--- config.mk ---
export PLATFORM = sky130hd
export DESIGN_NAME = ppm_port_power_manager
export DESIGN_NICKNAME = d
export VERILOG_FILES = /design/src/hdl/ppm_pkg.sv /design/src/hdl/ppm_port_power_manager.sv
export SDC_FILE = /design/constraint.sdc
export NUM_CORES = 2
export LEC_CHECK = 0
export BUFFER_PORTS_ARGS = -buffer_cell sky130_fd_sc_hd__buf_2
export CAP_MARGIN = 20
export CORE_MARGIN = 3
export CORE_UTILIZATION = 40
export CTS_BUF_LIST = sky130_fd_sc_hd__clkbuf_8 sky130_fd_sc_hd__clkbuf_16
export CTS_CLUSTER_DIAMETER = 200
export DETAILED_ROUTE_END_ITERATION = 10
export HOLD_SLACK_MARGIN = 0.1
export MAX_ROUTING_LAYER = met4
export PLACE_DENSITY_LB_ADDON = 0.15
export SETUP_SLACK_MARGIN = 0.1
export SLEW_MARGIN = 40
export SYNTH_ARGS = -nofsm -noshare
export SYNTH_HDL_FRONTEND = slang
export SYNTH_SLANG_ARGS = --single-unit
--- constraint.sdc ---
create_clock -name ref_clk_i -period 22.8 [get_ports ref_clk_i]
set_clock_uncertainty 0.2 [all_clocks]
set_input_delay 1.14 -clock ref_clk_i [delete_from_list [all_inputs] [get_ports ref_clk_i]]
set_output_delay 1.14 -clock ref_clk_i [all_outputs]
set_load 0.05 [all_outputs]
--- src/hdl/ppm_pkg.sv ---
// shared constants, register map and state types of the port power manager
package ppm_pkg;
  localparam int          NCH           = 12;          // channels
  localparam int          NPAIR         = 4;           // boost pairs, slave = master + NPAIR
  localparam int          CLK_HZ        = 125_000_000;
  localparam int          CLS_STD_MS    = 15;          // standard classification pulse, ms
  localparam int          CLS_BOOST_MS  = 70;          // whole boost classification, ms
  localparam int          BOOST_PULSES  = 3;
  // temperature reading in whole degrees C
  localparam logic [7:0]  T_WARN        = 8'h6E;       // 110 C
  localparam logic [7:0]  T_HOT         = 8'h82;       // 130 C
  localparam logic [7:0]  T_CRIT        = 8'h96;       // 150 C
  localparam logic [7:0]  T_REL         = 8'h64;       // 100 C
  // load power categories and allowances in mW
  localparam logic [2:0]  CAT_STD_MAX   = 3'h4;
  localparam logic [2:0]  CAT_BOOST     = 3'h5;
  localparam logic [15:0] ALLOW_C0      = 16'h3C28;    // 15400 mW
  localparam logic [15:0] ALLOW_C1      = 16'h0FA0;    // 4000 mW
  localparam logic [15:0] ALLOW_C2      = 16'h1B58;    // 7000 mW
  localparam logic [15:0] ALLOW_C3      = 16'h3C28;
  localparam logic [15:0] ALLOW_C4      = 16'h3C28;
  localparam logic [15:0] ALLOW_BOOST   = 16'h7530;    // 30000 mW
  // signature resistance in 10 ohm units
  localparam logic [15:0] RES_BASE      = 16'h0320;    // 8.00 kohm = code 0
  localparam logic [15:0] RES_OPEN      = 16'hC350;    // 500 kohm
  localparam logic [15:0] RES_CODE_MAX  = 16'h0FFF;
  // register map (word addresses)
  localparam logic [7:0]  A_CTRL        = 8'h00;
  localparam logic [7:0]  A_BUDGET      = 8'h01;
  localparam logic [7:0]  A_USED        = 8'h02;
  localparam logic [7:0]  A_STAT        = 8'h03;
  localparam logic [7:0]  A_PWR         = 8'h04;
  localparam logic [7:0]  A_ALARM       = 8'h05;
  localparam logic [7:0]  A_OPEN        = 8'h06;
  localparam logic [7:0]  A_MANUAL      = 8'h07;
  localparam logic [3:0]  R_PRIO        = 4'h1;        // 0x10 + channel
  localparam logic [3:0]  R_IMON        = 4'h2;        // 0x20 + channel
  localparam logic [3:0]  R_VMEAS       = 4'h3;        // 0x30 + channel
  localparam logic [3:0]  R_SIG         = 4'h4;        // 0x40 + channel
  // control register fields
  localparam int          B_AUTO        = 0;
  localparam int          B_SMART       = 1;
  localparam int          B_BOOST       = 2;
  localparam int          B_WARN_DIS    = 3;
  localparam int          B_HOT_DIS     = 4;
  localparam int          B_RES_CODE    = 5;
  localparam int          B_PRIO_HOLD   = 6;
  localparam int          B_OVLD_CUT    = 7;
  localparam logic [7:0]  CTRL_RST      = 8'hC1;
  localparam logic [15:0] BUDGET_RST    = 16'hFFFF;
  localparam logic [1:0]  K_VOLT        = 2'h0;
  localparam logic [1:0]  K_CUR         = 2'h1;

  typedef enum logic [1:0] {TH_NORM = 2'b00, TH_WARN = 2'b01, TH_HOT = 2'b11, TH_CRIT = 2'b10} ppm_therm_t;
  typedef enum logic [1:0] {CL_IDLE = 2'b00, CL_PULSE = 2'b01, CL_GAP = 2'b11} ppm_cls_t;
endpackage

--- src/hdl/ppm_port_power_manager.sv ---
// port power manager: thermal gating, smart-power admission, boost pairing, measurement coding
// Summary of operation
// - at 110C stop admitting new channels until 100C
// - at 130C drop limiting channels, optional disable
// - at 150C drop all channels, no disable
// - smart mode admits only within power budget
// - per-channel priority, highest admitted first
// - optionally hold lower priorities while power short
// - overconsuming channel cut, allowance returned to budget
// - 12-bit voltage and signature, 15-bit current measurements stored in readable registers
// - boost class powers a parallel channel pair
// - pairs are 1-5, 2-6, 3-7, 4-8
// - boost skips slave detection, classes 0-4 single
// - fault on either pair member drops both
// - pair power, measurements and signature report only in master registers
// - boost classification three pulses, 70 ms total
// - powered current coded in 32768 fine steps
// - conductance coding default, resistance selectable
// - open-circuit flag above 500 kohm
// - autonomous or host-driven manual operation
// - overload cut after timer and average exceed
//
// Design decisions made here: the register offsets and the strobed register port.
`timescale 1ns/1ps
module ppm_port_power_manager
  import ppm_pkg::*;
#(
  parameter int CLS_STD_CYC  = CLS_STD_MS * (CLK_HZ / 1000),
  parameter int BOOST_HALF   = CLS_BOOST_MS * (CLK_HZ / 1000) / (2 * BOOST_PULSES)
) (
  input  wire logic              ref_clk_i,
  input  wire logic              rst_n_i,
  input  wire logic              ce_i,
  input  wire logic [7:0]        addr_i,
  input  wire logic [15:0]       wdata_i,
  input  wire logic              wr_i,
  input  wire logic              rd_i,
  output logic      [15:0]       rd_data_o,
  input  wire logic [7:0]        temp_i,
  input  wire logic              temp_valid_i,
  input  wire logic              det_ok_i,
  input  wire logic [3:0]        det_chan_i,
  input  wire logic              cls_valid_i,
  input  wire logic [3:0]        cls_chan_i,
  input  wire logic [2:0]        load_power_category_i,
  input  wire logic [NCH-1:0]    ilim_i,
  input  wire logic [NCH-1:0]    fault_i,
  input  wire logic [NCH-1:0]    ovld_exp_i,
  input  wire logic [NCH-1:0]    pwr_over_i,
  input  wire logic              adc_valid_i,
  input  wire logic [3:0]        adc_chan_i,
  input  wire logic [1:0]        adc_kind_i,
  input  wire logic [14:0]       adc_data_i,
  input  wire logic              sig_valid_i,
  input  wire logic [3:0]        sig_chan_i,
  input  wire logic [9:0]        sig_cond_i,
  input  wire logic [15:0]       sig_res_i,
  output logic      [NCH-1:0]    pwr_en_o,
  output logic                   cls_pulse_o,
  output logic      [3:0]        cls_chan_o,
  output logic      [1:0]        therm_o
);

  localparam logic [23:0] STD_LEN   = 24'(CLS_STD_CYC - 1);
  localparam logic [23:0] BOOST_LEN = 24'(BOOST_HALF - 1);

  logic [7:0]     ctrl_r;
  logic [15:0]    budget_r;
  logic [1:0]     prio_r [NCH];
  logic [2:0]     cat_r [NCH];
  logic [14:0]    imon_r [NCH];
  logic [11:0]    vmeas_r [NCH];
  logic [11:0]    sig_r [NCH];
  logic [NCH-1:0] pwr_r;
  logic [NCH-1:0] pend_r;
  logic [NCH-1:0] alarm_r;
  logic [NCH-1:0] open_r;
  logic [NPAIR-1:0] paired_r;
  ppm_therm_t     therm_r;
  ppm_therm_t     therm_nxt;
  ppm_cls_t       cls_st_r;
  logic [23:0]    cls_cnt_r;
  logic [23:0]    cls_len_r;
  logic [1:0]     cls_left_r;
  logic           cls_boost_r;
  logic           cls_pulse_r;
  logic [3:0]     cls_chan_r;
  logic [15:0]    rd_data_r;

  logic           sel_vld;
  logic [3:0]     sel_ch;
  logic [1:0]     sel_best;
  logic           sel_boost;
  logic [15:0]    need;
  logic [19:0]    used;
  logic           fits;
  logic           inrush_busy;
  logic           admit_try;
  logic           grant;
  logic           reject;
  logic           cls_go;
  logic           manual_wr;
  logic [NCH-1:0] ovcut;
  logic [NCH-1:0] off_raw;
  logic [NCH-1:0] off;
  logic [NCH-1:0] on;
  logic [NCH-1:0] in_pair;
  logic [NCH-1:0] slave_hid;
  logic [15:0]    eff_alloc [NCH];
  logic [15:0]    sig_sub;

  function automatic logic [15:0] alloc_f(input logic [2:0] c);
    case (c)
      3'h1:    alloc_f = ALLOW_C1;
      3'h2:    alloc_f = ALLOW_C2;
      3'h3:    alloc_f = ALLOW_C3;
      3'h4:    alloc_f = ALLOW_C4;
      default: alloc_f = ALLOW_C0;
    endcase
  endfunction

  function automatic logic [1:0] rank_f(input ppm_therm_t t);
    case (t)
      TH_WARN: rank_f = 2'h1;
      TH_HOT:  rank_f = 2'h2;
      TH_CRIT: rank_f = 2'h3;
      default: rank_f = 2'h0;
    endcase
  endfunction

  function automatic logic is_slave_f(input logic [3:0] c);
    is_slave_f = (c >= 4'(NPAIR)) && (c < 4'(2 * NPAIR));
  endfunction

  // thermal level: raise on threshold, hold until release temperature
  always_comb begin
    ppm_therm_t raise;
    raise = TH_NORM;
    if (temp_i >= T_CRIT) begin
      raise = TH_CRIT;
    end else if (temp_i >= T_HOT && !ctrl_r[B_HOT_DIS]) begin
      raise = TH_HOT;
    end else if (temp_i >= T_WARN && !ctrl_r[B_WARN_DIS]) begin
      raise = TH_WARN;
    end
    therm_nxt = therm_r;
    if (temp_valid_i) begin
      if (rank_f(raise) > rank_f(therm_r)) begin
        therm_nxt = raise;
      end else if (temp_i <= T_REL) begin
        therm_nxt = TH_NORM;
      end
    end
  end

  always_ff @(posedge ref_clk_i) begin
    if (!rst_n_i) begin
      therm_r <= TH_NORM;
    end else if (ce_i) begin
      therm_r <= therm_nxt;
    end
  end

  // classification sequencer; slaves skipped in boost mode
  assign cls_go = det_ok_i && (det_chan_i < 4'(NCH)) && !pwr_r[det_chan_i] &&
                  !(ctrl_r[B_BOOST] && is_slave_f(det_chan_i));

  always_ff @(posedge ref_clk_i) begin
    if (!rst_n_i) begin
      cls_st_r    <= CL_IDLE;
      cls_cnt_r   <= '0;
      cls_len_r   <= '0;
      cls_left_r  <= '0;
      cls_boost_r <= 1'b0;
      cls_pulse_r <= 1'b0;
      cls_chan_r  <= '0;
    end else if (ce_i) begin
      case (cls_st_r)
        CL_IDLE: begin
          if (cls_go) begin
            cls_st_r    <= CL_PULSE;
            cls_pulse_r <= 1'b1;
            cls_chan_r  <= det_chan_i;
            cls_cnt_r   <= '0;
            cls_boost_r <= ctrl_r[B_BOOST];
            cls_left_r  <= ctrl_r[B_BOOST] ? 2'(BOOST_PULSES - 1) : 2'h0;
            cls_len_r   <= ctrl_r[B_BOOST] ? BOOST_LEN : STD_LEN;
          end
        end
        CL_PULSE: begin
          if (cls_cnt_r == cls_len_r) begin
            cls_pulse_r <= 1'b0;
            cls_cnt_r   <= '0;
            // each boost pulse owns a pulse half and a gap half of its slot
            cls_st_r    <= cls_boost_r ? CL_GAP : CL_IDLE;
          end else begin
            cls_cnt_r <= cls_cnt_r + 24'h000001;
          end
        end
        CL_GAP: begin
          if (cls_cnt_r == cls_len_r) begin
            cls_cnt_r <= '0;
            if (cls_left_r == 2'h0) begin
              cls_st_r <= CL_IDLE;
            end else begin
              cls_left_r  <= cls_left_r - 2'h1;
              cls_pulse_r <= 1'b1;
              cls_st_r    <= CL_PULSE;
            end
          end else begin
            cls_cnt_r <= cls_cnt_r + 24'h000001;
          end
        end
        default: cls_st_r <= CL_IDLE;
      endcase
    end
  end

  // priority arbiter: ties go to the lowest channel number
  always_comb begin
    sel_vld  = 1'b0;
    sel_ch   = '0;
    sel_best = '0;
    for (int i = 0; i < NCH; i++) begin
      if (pend_r[i] && (!sel_vld || prio_r[i] > sel_best)) begin
        sel_vld  = 1'b1;
        sel_ch   = 4'(i);
        sel_best = prio_r[i];
      end
    end
  end

  always_comb begin
    used = '0;
    for (int i = 0; i < NCH; i++) begin
      used = used + {4'h0, eff_alloc[i]};
    end
  end

  assign sel_boost   = ctrl_r[B_BOOST] && (cat_r[sel_ch] == CAT_BOOST) && (sel_ch < 4'(NPAIR));
  assign need        = sel_boost ? ALLOW_BOOST : alloc_f(cat_r[sel_ch]);
  assign fits        = !ctrl_r[B_SMART] || (used + {4'h0, need} <= {4'h0, budget_r});
  // one activation at a time: wait until earlier channels leave inrush
  assign inrush_busy = |(ilim_i & pwr_r);
  assign admit_try   = ctrl_r[B_AUTO] && sel_vld && (therm_r == TH_NORM) && !inrush_busy;
  assign grant       = admit_try && fits;
  // with hold set the best candidate stays pending and blocks all lower ones
  assign reject      = admit_try && !fits && !ctrl_r[B_PRIO_HOLD];
  assign manual_wr   = wr_i && (addr_i == A_MANUAL) && !ctrl_r[B_AUTO] && (therm_r == TH_NORM);

  genvar ch;
  generate
    for (ch = 0; ch < NCH; ch++) begin : g_ch
      localparam logic [3:0] CH = 4'(ch);
      if (ch < NPAIR) begin : g_m
        assign in_pair[ch]   = paired_r[ch];
        assign off[ch]       = off_raw[ch] | (paired_r[ch] & off_raw[ch + NPAIR]);
        assign slave_hid[ch] = 1'b0;
        assign on[ch]        = (grant && sel_ch == CH) || (manual_wr && wdata_i[ch]);

        always_ff @(posedge ref_clk_i) begin
          if (!rst_n_i) begin
            paired_r[ch] <= 1'b0;
          end else if (ce_i) begin
            if (off[ch]) begin
              paired_r[ch] <= 1'b0;
            end else if (grant && sel_boost && sel_ch == CH) begin
              paired_r[ch] <= 1'b1;
            end
          end
        end

        a_pair_equal: assert property (@(posedge ref_clk_i) disable iff (!rst_n_i)
          paired_r[ch] |-> (pwr_r[ch] && pwr_r[ch + NPAIR]))
          else $error("boosted pair members differ in power state");
      end else if (ch < 2 * NPAIR) begin : g_s
        assign in_pair[ch]   = paired_r[ch - NPAIR];
        assign off[ch]       = off_raw[ch] | (paired_r[ch - NPAIR] & off_raw[ch - NPAIR]);
        assign slave_hid[ch] = paired_r[ch - NPAIR];
        assign on[ch]        = (grant && sel_ch == CH) || (manual_wr && wdata_i[ch]) ||
                               (grant && sel_boost && sel_ch == 4'(ch - NPAIR));
      end else begin : g_n
        assign in_pair[ch]   = 1'b0;
        assign off[ch]       = off_raw[ch];
        assign slave_hid[ch] = 1'b0;
        assign on[ch]        = (grant && sel_ch == CH) || (manual_wr && wdata_i[ch]);
      end

      assign ovcut[ch]     = ctrl_r[B_OVLD_CUT] && ovld_exp_i[ch] && pwr_over_i[ch] && pwr_r[ch];
      assign off_raw[ch]   = (therm_r == TH_CRIT) ||
                             ((therm_r == TH_HOT) && ilim_i[ch]) ||
                             (fault_i[ch] && pwr_r[ch]) || ovcut[ch];
      assign eff_alloc[ch] = !pwr_r[ch] || slave_hid[ch] ? 16'h0000 :
                             (in_pair[ch] ? ALLOW_BOOST : alloc_f(cat_r[ch]));

      always_ff @(posedge ref_clk_i) begin
        if (!rst_n_i) begin
          pwr_r[ch] <= 1'b0;
        end else if (ce_i) begin
          if (off[ch]) begin
            pwr_r[ch] <= 1'b0;
          end else if (on[ch]) begin
            pwr_r[ch] <= 1'b1;
          end
        end
      end

      // a new classification wins over a same-cycle grant or reject
      always_ff @(posedge ref_clk_i) begin
        if (!rst_n_i) begin
          pend_r[ch] <= 1'b0;
          cat_r[ch]  <= '0;
        end else if (ce_i) begin
          if (cls_valid_i && cls_chan_i == CH && !(ctrl_r[B_BOOST] && is_slave_f(CH))) begin
            pend_r[ch] <= 1'b1;
            cat_r[ch]  <= load_power_category_i;
          end else if ((grant || reject) && sel_ch == CH) begin
            pend_r[ch] <= 1'b0;
          end
        end
      end

      always_ff @(posedge ref_clk_i) begin
        if (!rst_n_i) begin
          alarm_r[ch] <= 1'b0;
        end else if (ce_i) begin
          if (ovcut[ch] || (fault_i[ch] && pwr_r[ch]) || (reject && sel_ch == CH)) begin
            alarm_r[ch] <= 1'b1;
          end else if (wr_i && addr_i == A_ALARM && wdata_i[ch]) begin
            alarm_r[ch] <= 1'b0;
          end
        end
      end

      always_ff @(posedge ref_clk_i) begin
        if (!rst_n_i) begin
          imon_r[ch]  <= '0;
          vmeas_r[ch] <= '0;
        end else if (ce_i && adc_valid_i && adc_chan_i == CH && !slave_hid[ch]) begin
          if (adc_kind_i == K_CUR) begin
            imon_r[ch] <= adc_data_i;
          end else if (adc_kind_i == K_VOLT) begin
            vmeas_r[ch] <= adc_data_i[11:0];
          end
        end
      end

      always_ff @(posedge ref_clk_i) begin
        if (!rst_n_i) begin
          sig_r[ch]  <= '0;
          open_r[ch] <= 1'b0;
        end else if (ce_i && sig_valid_i && sig_chan_i == CH && !slave_hid[ch]) begin
          open_r[ch] <= (sig_sub > RES_OPEN - RES_BASE) && (sig_res_i > RES_BASE);
          if (!ctrl_r[B_RES_CODE]) begin
            sig_r[ch] <= {2'h0, sig_cond_i};
          end else if (sig_res_i <= RES_BASE) begin
            sig_r[ch] <= '0;
          end else begin
            sig_r[ch] <= sig_sub > RES_CODE_MAX ? RES_CODE_MAX[11:0] : sig_sub[11:0];
          end
        end
      end

      a_ovld_cut_alarm: assert property (@(posedge ref_clk_i) disable iff (!rst_n_i)
        (ce_i && ctrl_r[B_OVLD_CUT] && pwr_r[ch] && ovld_exp_i[ch] && pwr_over_i[ch]) |=> (!pwr_r[ch] && alarm_r[ch]))
        else $error("overload did not cut power and raise alarm");
    end
  endgenerate

  assign sig_sub = sig_res_i - RES_BASE;

  // register file
  always_ff @(posedge ref_clk_i) begin
    if (!rst_n_i) begin
      ctrl_r   <= CTRL_RST;
      budget_r <= BUDGET_RST;
    end else if (ce_i && wr_i) begin
      if (addr_i == A_CTRL) begin
        ctrl_r <= wdata_i[7:0];
      end
      if (addr_i == A_BUDGET) begin
        budget_r <= wdata_i;
      end
    end
  end

  always_ff @(posedge ref_clk_i) begin
    if (!rst_n_i) begin
      for (int i = 0; i < NCH; i++) begin
        prio_r[i] <= '0;
      end
    end else if (ce_i && wr_i && addr_i[7:4] == R_PRIO && addr_i[3:0] < 4'(NCH)) begin
      prio_r[addr_i[3:0]] <= wdata_i[1:0];
    end
  end

  // read data stands only in the cycle after the strobe
  always_ff @(posedge ref_clk_i) begin
    if (!rst_n_i) begin
      rd_data_r <= '0;
    end else if (ce_i) begin
      rd_data_r <= '0;
      if (rd_i) begin
        case (addr_i)
          A_CTRL:   rd_data_r <= {8'h00, ctrl_r};
          A_BUDGET: rd_data_r <= budget_r;
          A_USED:   rd_data_r <= used[15:0];
          A_STAT:   rd_data_r <= {14'h0000, therm_r};
          A_PWR:    rd_data_r <= {4'h0, pwr_r & ~slave_hid};
          A_ALARM:  rd_data_r <= {4'h0, alarm_r};
          A_OPEN:   rd_data_r <= {4'h0, open_r};
          default: begin
            if (addr_i[3:0] < 4'(NCH)) begin
              case (addr_i[7:4])
                R_PRIO:  rd_data_r <= {14'h0000, prio_r[addr_i[3:0]]};
                R_IMON:  rd_data_r <= {1'b0, imon_r[addr_i[3:0]]};
                R_VMEAS: rd_data_r <= {4'h0, vmeas_r[addr_i[3:0]]};
                R_SIG:   rd_data_r <= {4'h0, sig_r[addr_i[3:0]]};
                default: rd_data_r <= '0;
              endcase
            end
          end
        endcase
      end
    end
  end

  assign rd_data_o   = rd_data_r;
  assign pwr_en_o    = pwr_r;
  assign cls_pulse_o = cls_pulse_r;
  assign cls_chan_o  = cls_chan_r;
  assign therm_o     = therm_r;

  a_crit_all_off: assert property (@(posedge ref_clk_i) disable iff (!rst_n_i)
    (ce_i && therm_r == TH_CRIT) |=> (pwr_r == '0))
    else $error("channel still powered at critical temperature");

  a_warm_no_new: assert property (@(posedge ref_clk_i) disable iff (!rst_n_i)
    (ce_i && therm_r != TH_NORM) |=> ((pwr_r & ~$past(pwr_r)) == '0))
    else $error("channel powered while thermally blocked");

  a_hot_ilim_off: assert property (@(posedge ref_clk_i) disable iff (!rst_n_i)
    (ce_i && therm_r == TH_HOT) |=> ((pwr_r & $past(ilim_i)) == '0))
    else $error("limiting channel kept at hot level");

  a_thermal_release: assert property (@(posedge ref_clk_i) disable iff (!rst_n_i)
    (ce_i && temp_valid_i && temp_i <= T_REL) |=> (therm_r == TH_NORM))
    else $error("thermal level not released at release temperature");

  a_budget_held: assert property (@(posedge ref_clk_i) disable iff (!rst_n_i)
    (ce_i && grant && ctrl_r[B_SMART]) |=> (pwr_r[$past(sel_ch)] && $past(used) + $past(need) <= $past(budget_r)))
    else $error("admission beyond power budget");

  a_slave_no_cls: assert property (@(posedge ref_clk_i) disable iff (!rst_n_i)
    (ce_i && cls_st_r == CL_IDLE && det_ok_i && ctrl_r[B_BOOST] && is_slave_f(det_chan_i)) |=> (cls_st_r == CL_IDLE))
    else $error("classification started on slave channel");

  a_cls_start: assert property (@(posedge ref_clk_i) disable iff (!rst_n_i)
    (ce_i && cls_st_r == CL_IDLE && cls_go) |=> (cls_pulse_r && cls_chan_r == $past(det_chan_i)
      && cls_left_r == ($past(ctrl_r[B_BOOST]) ? 2'h2 : 2'h0)))
    else $error("classification pulse not started correctly");

  a_open_flag: assert property (@(posedge ref_clk_i) disable iff (!rst_n_i)
    (ce_i && sig_valid_i && sig_chan_i < 4'(NCH) && !slave_hid[sig_chan_i] && sig_res_i > RES_OPEN)
      |=> open_r[$past(sig_chan_i)])
    else $error("open-circuit flag not raised");

endmodule

==> impl_metrics.yaml <==
timing:
  rsz0062_at_grt: "no"
  hold_viol: 0
  finalSetupViolCount: 0
  max_freq_mhz: 47.2
  finalCritPeriodShare_pct: 92.9
  final_max_slew_viol_count: 0
  fin_crit_ns: 21.19
  slew-limit-headroom_pct: 39.6
  tns_ns: 0
  worst_hold_slack_ns: 0.269
  tightestPinTransition_ns: 0.899
finish:
  drive_gt1_share_pct: 16.3
  final.fill_count: 8733
  stdcell_count: 4978
  area_growth_pct: 13.0
  fin_util_pct: 45.8
  fin_nets: 3976
critical_path:
  r2r_start: "pend_r[0]"
  critPathCaptureType: "register"
  critPathSlowestCell: "nor3b_2"
  cp_common_cell: "ha_1"
  path_class: "reg2reg"
  critPathLaunchType: "register"
  required_ns: 23.14
  crit_start: "pend_r[0]"
  reg2reg_slack_ns: 1.61
  critPathMaxFanout: 11
  worstPathArrival_ns: 21.52
  regToRegEndpoint: "pend_r[6]"
  slowest_delay_ns: 0.59
  r2r_cells: 93
floorplan:
  dieWidth_um: 317
  start_util_pct: 40.5
  rows: 113
  ios: 187
  die_y_um: 317
  core_region_area_mm2: 0.0954
  die-area_mm2: 0.100
worst_hold_path:
  worstHoldStart: "open_r[7]"
  hold_class: "reg2reg"
  min_to: "open_r[7]"
  hold_path_depth: 2
power:
  switching_power_mw: 0.746
  netSwitchingFraction_pct: 25.1
  p_clk_share_pct: 42.5
  vdd_drop_max_mv: 0.0563
  leakage_nw: 16.4
  power_frac_comb_pct: 10.7
  powerDensity_mw_per_mm2: 68.0
  power_mw: 2.97
  p_int_mw: 2.22
  pwr-share-seq_pct: 46.8
detailed_routing:
  dr.first_iter.drc_count: 2803
  wirelength_mm: 127
  firstDrtPassIters: 9
  wl_per_cell_um: 25.5
  drc: 0
  via_per_inst: 5.69
  route.vias.total: 28307
  ant_nets: 0
synthesis:
  synth_common_cells: "edfxtp_1 (536), and2_1 (377), nand2_1 (361)"
  synth_area_mm2: 0.0387
  avgSynthCellArea_um2: 10.9
  synth.largest_area_cell: "edfxtp_1"
  synthArstFlopShare_pct: 0
  synth_area_leaders: "edfxtp_1 (42%), mux4_2 (7.6%), dfxtp_1 (6.7%)"
  netlist.area_leader.share_pct: 41.6
  synth-main-ff-cell: "edfxtp_1"
  yosysMostFrequentCell: "edfxtp_1"
  synth.distinct_cells: 89
  ys_seq_area_share_pct: 48.4
  synth_edf_count: 536
  synth_cells: 3534
  synth_warnings: 0
  synth-seq-cells: 666
global_routing:
  grt_pass1_wl_mm: 186
  grt_overflow_total: 0
  antenna_found_initial: 11
  grt_max_degree: 84
  grtUsageTotal_pct: 25.9
  grt_pass1_vias: 27422
cts:
  cts_tree: "yes"
  cts_sinks: 666
  htree_levels: 3
  cts_buffers: 76
  clk_pin_slew_ns: 0.07
  cts_buffer_depth: 3
  cts_root_buffer: "clkbuf_16"
  clkLatencyLatePin_ns: 0.64
placement:
  io_buffer_count: 186
  hpwl_mm: 90.5
  gp_congestion: 0.965
  placedCellCount: 4832
flow_run:
  maxCapViolCount: 0
run_status:
  status: "complete, no violations"
## critical path, delay by kind of cell, from the launching register on
family          cells  cell delay (ns)
buf+inv             3             0.34
mux                 8             2.72
fa+ha+maj          15             4.53
simple gates       29             5.72
flops               1             0.47
xor+xnor            1             0.08
compound gates     37             6.98
## flip-flops by register name, indices dropped and copies added, names as in the netlist, 3 cells and up
| register | flops |
|---|---|
| sig_r | 144 |
| alarm_r | 12 |
| rd_data_o | 16 |
| ctrl_r | 8 |
| cat_r | 36 |
| prio_r | 32 |
| imon_r | 180 |
| cls_chan_o | 4 |
| cls_cnt_r | 24 |
| pend_r | 12 |
| vmeas_r | 144 |
| in_pair | 4 |
| cls_len_r | 3 |
| pwr_en_o | 12 |
| open_r | 12 |
| budget_r | 16 |
## worst max path at each step
stage	to	slack [ns]	cells past startpoint
floorplan	pend_r[0]	2.95	95
global placement	pend_r[6]	1.37	92
detailed placement	pend_r[6]	0.90	93
CTS	pend_r[4]	0.88	93
global route	in_pair[2]	0.1	94
finish	pend_r[6]	1.61	93
## per-stage QoR
stage / setup slack [ns] / instance area [um2]
2_1_floorplan: 2.95 / 38700
3_3_place_gp: 1.37 / 40900
3_5_place_dp: 0.895 / 41000
4_1_cts: 0.880 / 43600
5_1_grt: 0.0960 / 43700
6_report: 1.61 / 43700
## power by group through the flow
stage               sequential, mW  clock [mW]  combinational [mW]
floorplan                     1.40           0               0.198
global placement              1.41           0               0.314
detailed placement            1.42           0               0.317
CTS                           1.39        1.28               0.318
global route                  1.39        1.34               0.344
finish                        1.39        1.26               0.319
## area by class of cell
class                   count  area [um2]  area share (%)
diodes                      7        17.5          0.0401
clock buffers              81        1980            4.54
clock inverters            57         579            1.33
inverters                 184         691            1.58
multi-input cells        2465       18700            42.7
flip-flops and latches    666       18700            42.8
well taps                1265        1580            3.62
repair buffers            253        1480            3.38
## layout by cell type (no fill, tap or decap), types with 74 or more instances in the layout
cell type  Yosys  layout
a21oi_1       81      81
and2_1       377     377
buf_2          6     182
clkbuf_16      0      77
dfxtp_1      130     128
edfxtp_1     536     536
fa_1         107     107
inv_1        184     202
mux4_2       130     130
nand2_1      361     360
nor2_1       255     215
nor2b_1       74      74
o21ai_0      299     265
## layer usage
layer  vias to the layer above  wire (um)  GRT usage, %
li1                      12939          -             -
met1                     14092      54100          34.9
met2                      1080      59500          40.7
met3                       196       9740          4.03
met4                         0       3740          7.60
met5                         -          0             -
## cell families (layout without fill, tap and decap cells)
| logic type | Yosys count | count (layout) | synth area share, % |
|---|---|---|---|
| simple gates | 1317 | 1317 | 17.4 |
| mux | 194 | 194 | 9.33 |
| flops | 666 | 666 | 48.4 |
| compound gates | 711 | 711 | 11.7 |
| buf+inv | 413 | 575 | 4.05 |
| xor+xnor | 51 | 51 | 1.16 |
| other cells | 1 | 18 | 0.00970 |
| fa+ha+maj | 181 | 181 | 7.92 |
## repair_timing
action / CTS / global route
hold buffers: 0 / 0
buffers inserted: 0 / 1
gates resized for setup: 0 / 8
endpoints found under the setup margin: 0 / 40
No activity file was read; power rests on OpenSTA's default activity.
